===== src/hdl/acs_pkg.sv =====
// Shared constants and types of the channel sequencer
package acs_pkg;

  // ==========================================
  // Bus and timing
  localparam int BUS_W = 12;
  localparam int CTRL_W = 9;
  localparam int CONV_PERIODS = 13;
  localparam logic [3:0] CONV_COUNT = 4'(CONV_PERIODS);
  localparam logic [3:0] ABORT_HALF_PERIODS = 4'(CONV_PERIODS - 1);

  // ==========================================
  // Reset values and masks
  localparam logic [CTRL_W-1:0] CTRL_RESET = 9'h000;
  localparam logic [7:0] SEL_RESET = 8'h00;
  localparam logic [2:0] CHAN_RESET = 3'h0;
  localparam logic [7:0] PAIR_MASK = 8'h55;

  // ==========================================
  // Enumerations
  typedef enum logic [1:0] {
    CFG_SINGLE = 2'b00,
    CFG_PSEUDO1 = 2'b01,
    CFG_DIFF = 2'b10,
    CFG_PSEUDO2 = 2'b11
  } acs_cfg_t;

  typedef enum logic [1:0] {
    SEQ_OFF = 2'b00,
    SEQ_SELECT = 2'b01,
    SEQ_RANGE = 2'b10
  } acs_seq_t;

  // ==========================================
  // Control word, low bits of the data bus
  typedef struct packed {
    logic [1:0] power;
    logic [2:0] chan_addr;
    acs_cfg_t cfg;
    logic chain_mode_bit;
    logic alternate_register_bit;
  } acs_ctrl_t;

  // Conversion status bundle
  typedef struct packed {
    logic busy;
    logic done;
    logic abort;
    logic [2:0] channel;
  } acs_conv_t;

endpackage


===== src/hdl/acs_conv_timer.sv =====
// Conversion period counter with completion and abort pulses
`timescale 1ns/1ps
`default_nettype none
module acs_conv_timer (
  input wire logic sys_clk_i,
  input wire logic rst_i,
  input wire logic start_i,
  input wire logic clk_fall_i,
  output logic busy_o,
  output logic done_o,
  output logic abort_o,
  output logic [3:0] periods_o
);

  // ==========================================
  // Counter
  logic busy_reg, busy_next;
  logic done_reg, done_next;
  logic abort_reg, abort_next;
  logic [3:0] cnt_reg, cnt_next;

  always_comb begin
    busy_next = busy_reg;
    cnt_next = cnt_reg;
    done_next = 1'b0;
    abort_next = 1'b0;
    if (start_i) begin
      abort_next = busy_reg;
      busy_next = 1'b1;
      cnt_next = 4'h0;
    end else if (busy_reg && clk_fall_i) begin
      cnt_next = cnt_reg + 4'h1;
      if (cnt_next == acs_pkg::CONV_COUNT) begin
        busy_next = 1'b0;
        done_next = 1'b1;
      end
    end
  end

  always_ff @(posedge sys_clk_i or posedge rst_i) begin
    if (rst_i) begin
      busy_reg <= 1'b0;
      done_reg <= 1'b0;
      abort_reg <= 1'b0;
      cnt_reg <= 4'h0;
    end else begin
      busy_reg <= busy_next;
      done_reg <= done_next;
      abort_reg <= abort_next;
      cnt_reg <= cnt_next;
    end
  end

  assign busy_o = busy_reg;
  assign done_o = done_reg;
  assign abort_o = abort_reg;
  assign periods_o = cnt_reg;
endmodule
`default_nettype wire


===== src/hdl/acs_chan_pick.sv =====
// Next enabled channel finder, ascending with wrap
`timescale 1ns/1ps
`default_nettype none
module acs_chan_pick (
  input wire logic [7:0] mask_i,
  input wire logic [2:0] cur_i,
  input wire logic restart_i,
  output logic found_o,
  output logic [2:0] chan_o
);

  // ==========================================
  // Lowest set bit at or above a floor
  function automatic logic [3:0] lowest_from(input logic [7:0] m, input logic [3:0] lo);
    logic [3:0] r;
    r = 4'h0;
    for (int i = 7; i >= 0; i--) begin
      if (m[i] && (4'(i) >= lo)) begin
        r = {1'b1, 3'(i)};
      end
    end
    return r;
  endfunction

  logic [3:0] above;
  logic [3:0] wrap;

  always_comb begin
    above = lowest_from(mask_i, restart_i ? 4'h0 : {1'b0, cur_i} + 4'h1);
    wrap = lowest_from(mask_i, 4'h0);
    if (above[3]) begin
      found_o = 1'b1;
      chan_o = above[2:0];
    end else begin
      found_o = wrap[3];
      chan_o = wrap[2:0];
    end
  end

endmodule
`default_nettype wire


===== src/hdl/acs_channel_sequencer.sv =====
// Channel sequencer and conversion control of the converter
`timescale 1ns/1ps
`default_nettype none

// Notes on behaviour
// - A conversion ends with a valid result only after thirteen full conversion-clock periods.
// - A conversion that gets fewer than thirteen periods before the next start is abandoned.
// - The channel-select register is eight bits and cannot be read back.
// - The low eight data bits load the channel-select register on the write strobe rising edge.
// - That load happens only if the previous control write had chain 0 and alternate 1.
// - Bit n of the channel-select register enables input n.
// - Each start edge converts the next selected channel upward from the lowest, wrapping round.
// - The sequence runs until a control write with chain and alternate other than 1,0.
// - In pair modes only the normal polarity of each pair is sequenced; the address field can select either polarity.
// - With chain 0 and alternate 0 each conversion uses the address field of the last write.
// - A write with chain 1 and alternate 0 updates other fields and leaves the sequence running.
// - With chain 1 and alternate 1 channels 0 up to the address field are converted in turn.
// - The two configuration bits choose single-ended or paired input arrangements.
module acs_channel_sequencer (
  input wire logic sys_clk_i,
  input wire logic rst_i,
  input wire logic wr_n_i,
  input wire logic [acs_pkg::BUS_W-1:0] data_bus_i,
  input wire logic conversion_start_n_i,
  input wire logic conversion_clock_i,
  output acs_pkg::acs_conv_t conv_o,
  output logic [1:0] power_mode_o,
  output acs_pkg::acs_cfg_t input_config_o,
  output acs_pkg::acs_seq_t seq_mode_o,
  output logic reprogram_hazard_o
);

  // ==========================================
  // Edge detection
  logic wr_n_q_reg, wr_n_q_next;
  logic start_n_q_reg, start_n_q_next;
  logic clk_q_reg, clk_q_next;
  logic wr_rise, start_fall, start_rise, clk_fall;

  always_comb begin
    wr_n_q_next = wr_n_i;
    start_n_q_next = conversion_start_n_i;
    clk_q_next = conversion_clock_i;
  end

  always_ff @(posedge sys_clk_i or posedge rst_i) begin
    if (rst_i) begin
      wr_n_q_reg <= 1'b1;
      start_n_q_reg <= 1'b1;
      clk_q_reg <= 1'b0;
    end else begin
      wr_n_q_reg <= wr_n_q_next;
      start_n_q_reg <= start_n_q_next;
      clk_q_reg <= clk_q_next;
    end
  end

  assign wr_rise = !wr_n_q_reg && wr_n_i;
  assign start_fall = start_n_q_reg && !conversion_start_n_i;
  assign start_rise = !start_n_q_reg && conversion_start_n_i;
  assign clk_fall = clk_q_reg && !conversion_clock_i;

  // ==========================================
  // Conversion timing
  logic tmr_busy, tmr_done, tmr_abort;
  logic [3:0] tmr_periods;

  acs_conv_timer u_timer (
    .sys_clk_i(sys_clk_i),
    .rst_i(rst_i),
    .start_i(start_fall),
    .clk_fall_i(clk_fall),
    .busy_o(tmr_busy),
    .done_o(tmr_done),
    .abort_o(tmr_abort),
    .periods_o(tmr_periods)
  );

  // ==========================================
  // Control and channel-select registers
  acs_pkg::acs_ctrl_t ctrl_reg, ctrl_next, wr_word;
  logic [7:0] sel_reg, sel_next;
  logic load_pend_reg, load_pend_next;
  acs_pkg::acs_seq_t seq_reg, seq_next;
  logic [2:0] range_last_reg, range_last_next;
  logic restart_reg, restart_next;
  logic [2:0] cur_reg, cur_next;
  logic [2:0] conv_ch_reg, conv_ch_next;
  logic hazard_reg, hazard_next;
  logic keep_seq;

  assign wr_word = acs_pkg::acs_ctrl_t'(data_bus_i[acs_pkg::CTRL_W-1:0]);
  assign keep_seq = wr_word.chain_mode_bit && !wr_word.alternate_register_bit;

  // ==========================================
  // Channel mask
  function automatic logic [7:0] range_mask(input logic [2:0] last);
    logic [7:0] m;
    m = 8'h00;
    for (int i = 0; i < 8; i++) begin
      m[i] = (3'(i) <= last);
    end
    return m;
  endfunction

  logic pair_mode;
  logic [7:0] base_mask, mask;
  logic pick_found;
  logic [2:0] pick_chan;

  always_comb begin
    pair_mode = (ctrl_reg.cfg == acs_pkg::CFG_DIFF) || (ctrl_reg.cfg == acs_pkg::CFG_PSEUDO1);
    if (seq_reg == acs_pkg::SEQ_RANGE) begin
      base_mask = range_mask(range_last_reg);
    end else begin
      base_mask = sel_reg;
    end
    mask = pair_mode ? (base_mask & acs_pkg::PAIR_MASK) : base_mask;
  end

  acs_chan_pick u_pick (
    .mask_i(mask),
    .cur_i(cur_reg),
    .restart_i(restart_reg),
    .found_o(pick_found),
    .chan_o(pick_chan)
  );

  // ==========================================
  // Sequencer next state
  always_comb begin
    ctrl_next = ctrl_reg;
    sel_next = sel_reg;
    load_pend_next = load_pend_reg;
    seq_next = seq_reg;
    range_last_next = range_last_reg;
    restart_next = restart_reg;
    cur_next = cur_reg;
    conv_ch_next = conv_ch_reg;
    hazard_next = hazard_reg;
    if (start_fall) begin
      case (seq_reg)
        acs_pkg::SEQ_SELECT, acs_pkg::SEQ_RANGE: begin
          if (pick_found) begin
            conv_ch_next = pick_chan;
            cur_next = pick_chan;
            restart_next = 1'b0;
          end else begin
            conv_ch_next = ctrl_reg.chan_addr;
          end
        end
        acs_pkg::SEQ_OFF: begin
          conv_ch_next = ctrl_reg.chan_addr;
        end
        default: begin
          conv_ch_next = ctrl_reg.chan_addr;
        end
      endcase
    end
    if (wr_rise) begin
      if (load_pend_reg) begin
        sel_next = data_bus_i[7:0];
        load_pend_next = 1'b0;
        seq_next = acs_pkg::SEQ_SELECT;
        restart_next = 1'b1;
      end else begin
        ctrl_next = wr_word;
        case ({wr_word.chain_mode_bit, wr_word.alternate_register_bit})
          2'b00: begin
            seq_next = acs_pkg::SEQ_OFF;
          end
          2'b01: begin
            seq_next = acs_pkg::SEQ_OFF;
            load_pend_next = 1'b1;
          end
          2'b10: begin
            seq_next = seq_reg;
          end
          2'b11: begin
            seq_next = acs_pkg::SEQ_RANGE;
            range_last_next = wr_word.chan_addr;
            restart_next = 1'b1;
          end
          default: begin
            seq_next = acs_pkg::SEQ_OFF;
          end
        endcase
      end
    end
    if (start_rise || clk_fall) begin
      hazard_next = 1'b0;
    end
    if (start_fall && tmr_busy && tmr_periods == acs_pkg::ABORT_HALF_PERIODS && clk_q_reg) begin
      hazard_next = 1'b1;
    end
  end

  always_ff @(posedge sys_clk_i or posedge rst_i) begin
    if (rst_i) begin
      ctrl_reg <= acs_pkg::acs_ctrl_t'(acs_pkg::CTRL_RESET);
      sel_reg <= acs_pkg::SEL_RESET;
      load_pend_reg <= 1'b0;
      seq_reg <= acs_pkg::SEQ_OFF;
      range_last_reg <= acs_pkg::CHAN_RESET;
      restart_reg <= 1'b1;
      cur_reg <= acs_pkg::CHAN_RESET;
      conv_ch_reg <= acs_pkg::CHAN_RESET;
      hazard_reg <= 1'b0;
    end else begin
      ctrl_reg <= ctrl_next;
      sel_reg <= sel_next;
      load_pend_reg <= load_pend_next;
      seq_reg <= seq_next;
      range_last_reg <= range_last_next;
      restart_reg <= restart_next;
      cur_reg <= cur_next;
      conv_ch_reg <= conv_ch_next;
      hazard_reg <= hazard_next;
    end
  end

  // ==========================================
  // Outputs
  always_comb begin
    conv_o.busy = tmr_busy;
    conv_o.done = tmr_done;
    conv_o.abort = tmr_abort;
    conv_o.channel = conv_ch_reg;
  end

  assign power_mode_o = ctrl_reg.power;
  assign input_config_o = ctrl_reg.cfg;
  assign seq_mode_o = seq_reg;
  assign reprogram_hazard_o = hazard_reg;
endmodule
`default_nettype wire


===== config.mk =====
export PLATFORM = sky130hd
export DESIGN_NAME = acs_channel_sequencer
export DESIGN_NICKNAME = d
export VERILOG_FILES = /design/src/hdl/acs_pkg.sv /design/src/hdl/acs_conv_timer.sv /design/src/hdl/acs_chan_pick.sv /design/src/hdl/acs_channel_sequencer.sv
export SDC_FILE = /design/constraint.sdc
export NUM_CORES = 1
export LEC_CHECK = 0
export BUFFER_PORTS_ARGS = -buffer_cell sky130_fd_sc_hd__buf_2
export CORE_ASPECT_RATIO = 1.75
export CORE_MARGIN = 5
export CORE_UTILIZATION = 50
export CTS_CLUSTER_SIZE = 8
export DETAILED_ROUTE_END_ITERATION = 10
export GPL_ROUTABILITY_DRIVEN = 1
export PLACE_DENSITY = 0.71
export SLEW_MARGIN = 20
export SYNTH_ARGS = -nofsm -noshare
export SYNTH_HDL_FRONTEND = slang
export SYNTH_SLANG_ARGS = --single-unit
export TNS_END_PERCENT = 50

===== constraint.sdc =====
create_clock -name sys_clk_i -period 2.5 [get_ports sys_clk_i]
set_input_delay 0.25 -clock sys_clk_i [delete_from_list [all_inputs] [get_ports sys_clk_i]]
set_output_delay 0.25 -clock sys_clk_i [all_outputs]
set_load 0.01 [all_outputs]

==> impl_summary.md <==
GRT
The via count of the first global-routing pass is approximately 1,800. The number of antenna violations at the first check in global routing is 0. Global routing used 17.33% of the available tracks across all layers. The first global-routing pass estimated 7.838 mm of wire. Entering global routing, the biggest net connects 40 pins. The total grt overflow is 0.

Power
Dividing total power by cell area gives a power density of 954.4 mW/mm^2. The post-route total power is roughly 2.3 mW. IR analysis of the VDD net gives a maximum drop of 0.6741 mV.

The leakage power summed over all cells is ~1.1 nW.

Worst setup path
Following the worst setup path forward leads to its endpoint at conv_ch_reg[0]. The delay of the slowest critical-path stage is 0.41 ns. At the worst endpoint, the required time is 2.67 ns. The critical path goes through ha_1 > buf_4 > nor3_1 > o211ai_1 > o21ai_4 > or2_4 > a211o_1 > nand4_1. For this design, the slowest cell found on the critical path is sky130_fd_sc_hd__dfrtp_1. In this run the worst setup path begins at seq_mode_o[1]. The origin of the critical flop-to-flop path is seq_mode_o[1]. Along the worst path, the maximum fanout reaches 14. The number of buffers and inverters on the critical path is 1. The path type of the worst setup path is flop to flop. For flop-to-flop paths, the worst setup slack is ~0.29 ns.

The type of element capturing the critical path is a flop. The count of cells along the worst register-to-register path is 8. The startpoint type of the worst setup path is a flop. The number of cells on the critical path is 8.

The largest delay contributor family on the critical path is simple AND/OR/NAND/NOR gates. STA puts the critical path data arrival time at 2.38 ns. The capturing point of the worst reg2reg path is conv_ch_reg[0].

Timing
For the pin with the worst max-slew slack, the measured transition is between 0.6 and 0.7 ns. The final clock skew is slightly below 0.008 ns. The total count of max-transition violations in the final report came to 0. The part of the cycle the worst path needs is 88.38%. After routing, the total negative slack on setup checks comes to 0 ns.

The remaining max-slew budget at the tightest pin is 56.21%. Setup violations remaining at the end of the flow were counted as 0. Setup repair after global routing left no endpoint under its margin. The count of final hold-check violations is 0. The final critical path time including I/O delays and setup is 2.210 ns.

The maximum operating frequency is 0.4526 GHz. The worst hold slack is 0.07062 ns.

Yosys
The distinct cell type count after synthesis is 47. The synthesis warning total is 0. The most instantiated flip-flop cell in the synthesis netlist is sky130_fd_sc_hd__dfrtp_1. The share of cell area taken by muxes after synthesis is 9.147%.

After Yosys synthesis, and, or, nand and nor cells account for 18.52% of the synthesized area. Summing the areas of all compound-gate instances in the mapped netlist gives 16.94% of the synthesized area. In this run the cell area of the synthesized design comes to 0.002216 sq mm.

The synthesized netlist devotes 2.823% of its cell area to adder and majority cells. The synthesized netlist net count is 245. Counting flops with a built-in enable in the synthesized netlist gives 0. The combinational family with the most area after synthesis is simple AND/OR/NAND/NOR gates.

Dividing the synthesized area by the synthesized cell count gives 9.937 sq um. After technology mapping, the gate count stands at 223. The fraction of registers with async set or reset after synthesis is 100.0%.

The xor and xnor fraction of the mapped netlist area is ~3.1%. The flop and latch count out of synthesis is 39. Of the synthesized area, sequential elements account for 44.21%.

Layout
The fraction of layout instances using a drive strength above 1 is 26.91%. For this run, the post-layout net count is 270. The register with the most flip-flops in the layout has 8 of them.

The share of the core filled with cells in the final layout is a little under three fifths. The count of inserted antenna diode cells is 0. The non-filler instance count after layout is 300.

The synthesis-to-layout area growth is 10.56%.

Job
The max-capacitance violation count is 0.

Drt
The post-route antenna net violation count is 0. Dividing the detail-routed via count by the number of cells gives 5.680. The routed design has ~4.6 mm of wire. Detailed routing inserted a total of 1,704 vias. After detailed routing, the number of remaining DRC violations is 0. The average detailed-routed wire length per instance is 15.42 microns. The first routing iteration left 19 violations. The total iterations of the first detailed-routing run is 4.

Clock tree
The count of buffers added by post-CTS timing repair for setup is 0. In this run, post-CTS repair resized a total of 0 instances. The clock-pin slew reported for the worst setup and hold paths after clock tree synthesis is 0.08 ns. For this design, the sink count on the clock tree is 39. The number of buffers between clock root and the deepest sink is 2. The clock root buffer is sky130_fd_sc_hd__clkbuf_8.

The number of buffers inserted during clock tree synthesis is 5. The TritonCTS clock tree is built. The later pin in the worst-skew pair is clocked with a latency of 0.29 ns.

The maximum level of the CTS H-tree is 2. Buffers inserted to repair hold after CTS numbered 0.

Floorplan
The area enclosed by the die boundary is slightly below 0.006 sq mm. The top-level I/O count is 30. The starting density of the core is 50.77%.

The vertical extent of the die is 98.07 microns. The die outline width is 60.33 microns. The count of standard-cell rows is 32. The region available for standard cell placement spans ~0.0044 sq mm.

Status
The run finished with clean final reports.

Hold path
The worst hold path class is primary input to flop.

Place
The global placer's final weighted congestion is between 0.9 and 1. The number of buffer cells added on primary ports is 26. In this run, placement finished with an instance count of 292. The HPWL reported at the end of detailed placement is 3.601 mm.
-- layout make-up --
type / instances / area, sq um
well taps: 51 / 63.81
flip-flops and latches: 39 / 979.7
fillers: 410 / 1914
multi-input cells: 162 / 1120
inverters: 10 / 37.54
clock inverters: 3 / 20.02
repair buffers: 30 / 160.2
clock buffers: 5 / 68.82
-- per-layer routing --
metal / GRT usage (%) / vias to the layer above / part of all wire [%]
met5: 0 / - / 0
met4: 6.485 / 0 / 2.1
met3: 3.439 / 9 / 2.9
met2: 31.50 / 30 / 56
met1: 18.77 / 827 / 39
li1: - / 838 / -
-- cells in the mapped netlist, types with 2 or more instances --
master / n / share of area (%)
sky130_fd_sc_hd__o21a_1: 2 / 0.68
sky130_fd_sc_hd__dfrtp_1: 36 / 41
sky130_fd_sc_hd__a21oi_1: 17 / 3.8
sky130_fd_sc_hd__nor2_1: 18 / 3.0
sky130_fd_sc_hd__nor3_1: 5 / 1.1
sky130_fd_sc_hd__xnor2_1: 2 / 0.79
sky130_fd_sc_hd__a211oi_1: 2 / 0.68
sky130_fd_sc_hd__buf_2: 3 / 0.68
sky130_fd_sc_hd__o21ai_1: 3 / 0.68
sky130_fd_sc_hd__dfstp_2: 3 / 3.6
sky130_fd_sc_hd__buf_4: 8 / 2.7
sky130_fd_sc_hd__o211ai_1: 3 / 1.0
sky130_fd_sc_hd__xor2_1: 4 / 1.6
sky130_fd_sc_hd__nor2b_1: 4 / 1.1
sky130_fd_sc_hd__ha_1: 5 / 2.8
sky130_fd_sc_hd__o21ai_0: 7 / 1.6
sky130_fd_sc_hd__nand3_1: 11 / 2.5
sky130_fd_sc_hd__inv_1: 10 / 1.7
sky130_fd_sc_hd__nand2b_1: 7 / 2.0
sky130_fd_sc_hd__or3_1: 2 / 0.56
sky130_fd_sc_hd__mux2_2: 18 / 9.1
sky130_fd_sc_hd__a211o_1: 3 / 1.2
sky130_fd_sc_hd__o31ai_1: 3 / 1.0
sky130_fd_sc_hd__o21bai_1: 3 / 1.0
sky130_fd_sc_hd__o22ai_1: 2 / 0.56
sky130_fd_sc_hd__nand2_1: 18 / 3.0
sky130_fd_sc_hd__nand4_1: 4 / 1.1
-- layout by cell type, fill, tap and decap left out, drive strengths merged, types with 3 or more instances in the layout --
| cell | count |
|---|---|
| o211ai | 3 |
| a21oi | 17 |
| o21bai | 3 |
| nor3 | 5 |
| a211o | 3 |
| inv | 10 |
| mux2 | 18 |
| clkbuf | 5 |
| nand2 | 18 |
| o21ai | 11 |
| o31ai | 3 |
| dfstp | 3 |
| nand2b | 7 |
| nand4 | 4 |
| ha | 5 |
| buf | 30 |
| nor2 | 18 |
| xor2 | 5 |
| dfrtp | 36 |
| nand3 | 11 |
| nor2b | 4 |
-- logic make-up after synthesis --
group,count (synthesis)
AOI/OAI and AO/OA,54
adders and majority gates,5
DFF,39
muxes,18
xor gates and xnor gates,7
and+or+nand+nor,78
buffers and inverters,22
-- through the flow --
step                      instance area [sq um]  setup WS (ns)
final                                      2450         0.2904
after global routing                       2450         0.1491
after CTS                                  2450         0.3020
after detailed placement                   2361         0.3114
after global placement                     2361         0.3441
after floorplan                            2216         0.5240
-- how the worst min path moves through the flow --
stage / startpoint / endpoint / slack (ns) / depth (start not counted)
after floorplan: conversion_start_n_i / start_n_q_reg / 0.25 / 0
after global placement: wr_n_i / wr_n_q_reg / 0.37 / 1
after detailed placement: conversion_clock_i / clk_q_reg / 0.37 / 1
after CTS: conversion_start_n_i / start_n_q_reg / 0.06 / 1
after global routing: conversion_start_n_i / start_n_q_reg / 0.06 / 1
final: conversion_start_n_i / start_n_q_reg / 0.07 / 1
-- report_power, final --
| part | internal, mW | leakage [nW] | switching (mW) |
|---|---|---|---|
| clock | 0.194 | 0.0402 | 0.222 |
| combinational | 0.431 | 0.578 | 0.519 |
| sequential | 0.795 | 0.477 | 0.177 |
| total | 1.42 | 1.10 | 0.918 |
No activity file was read; power rests on OpenSTA's default activity.
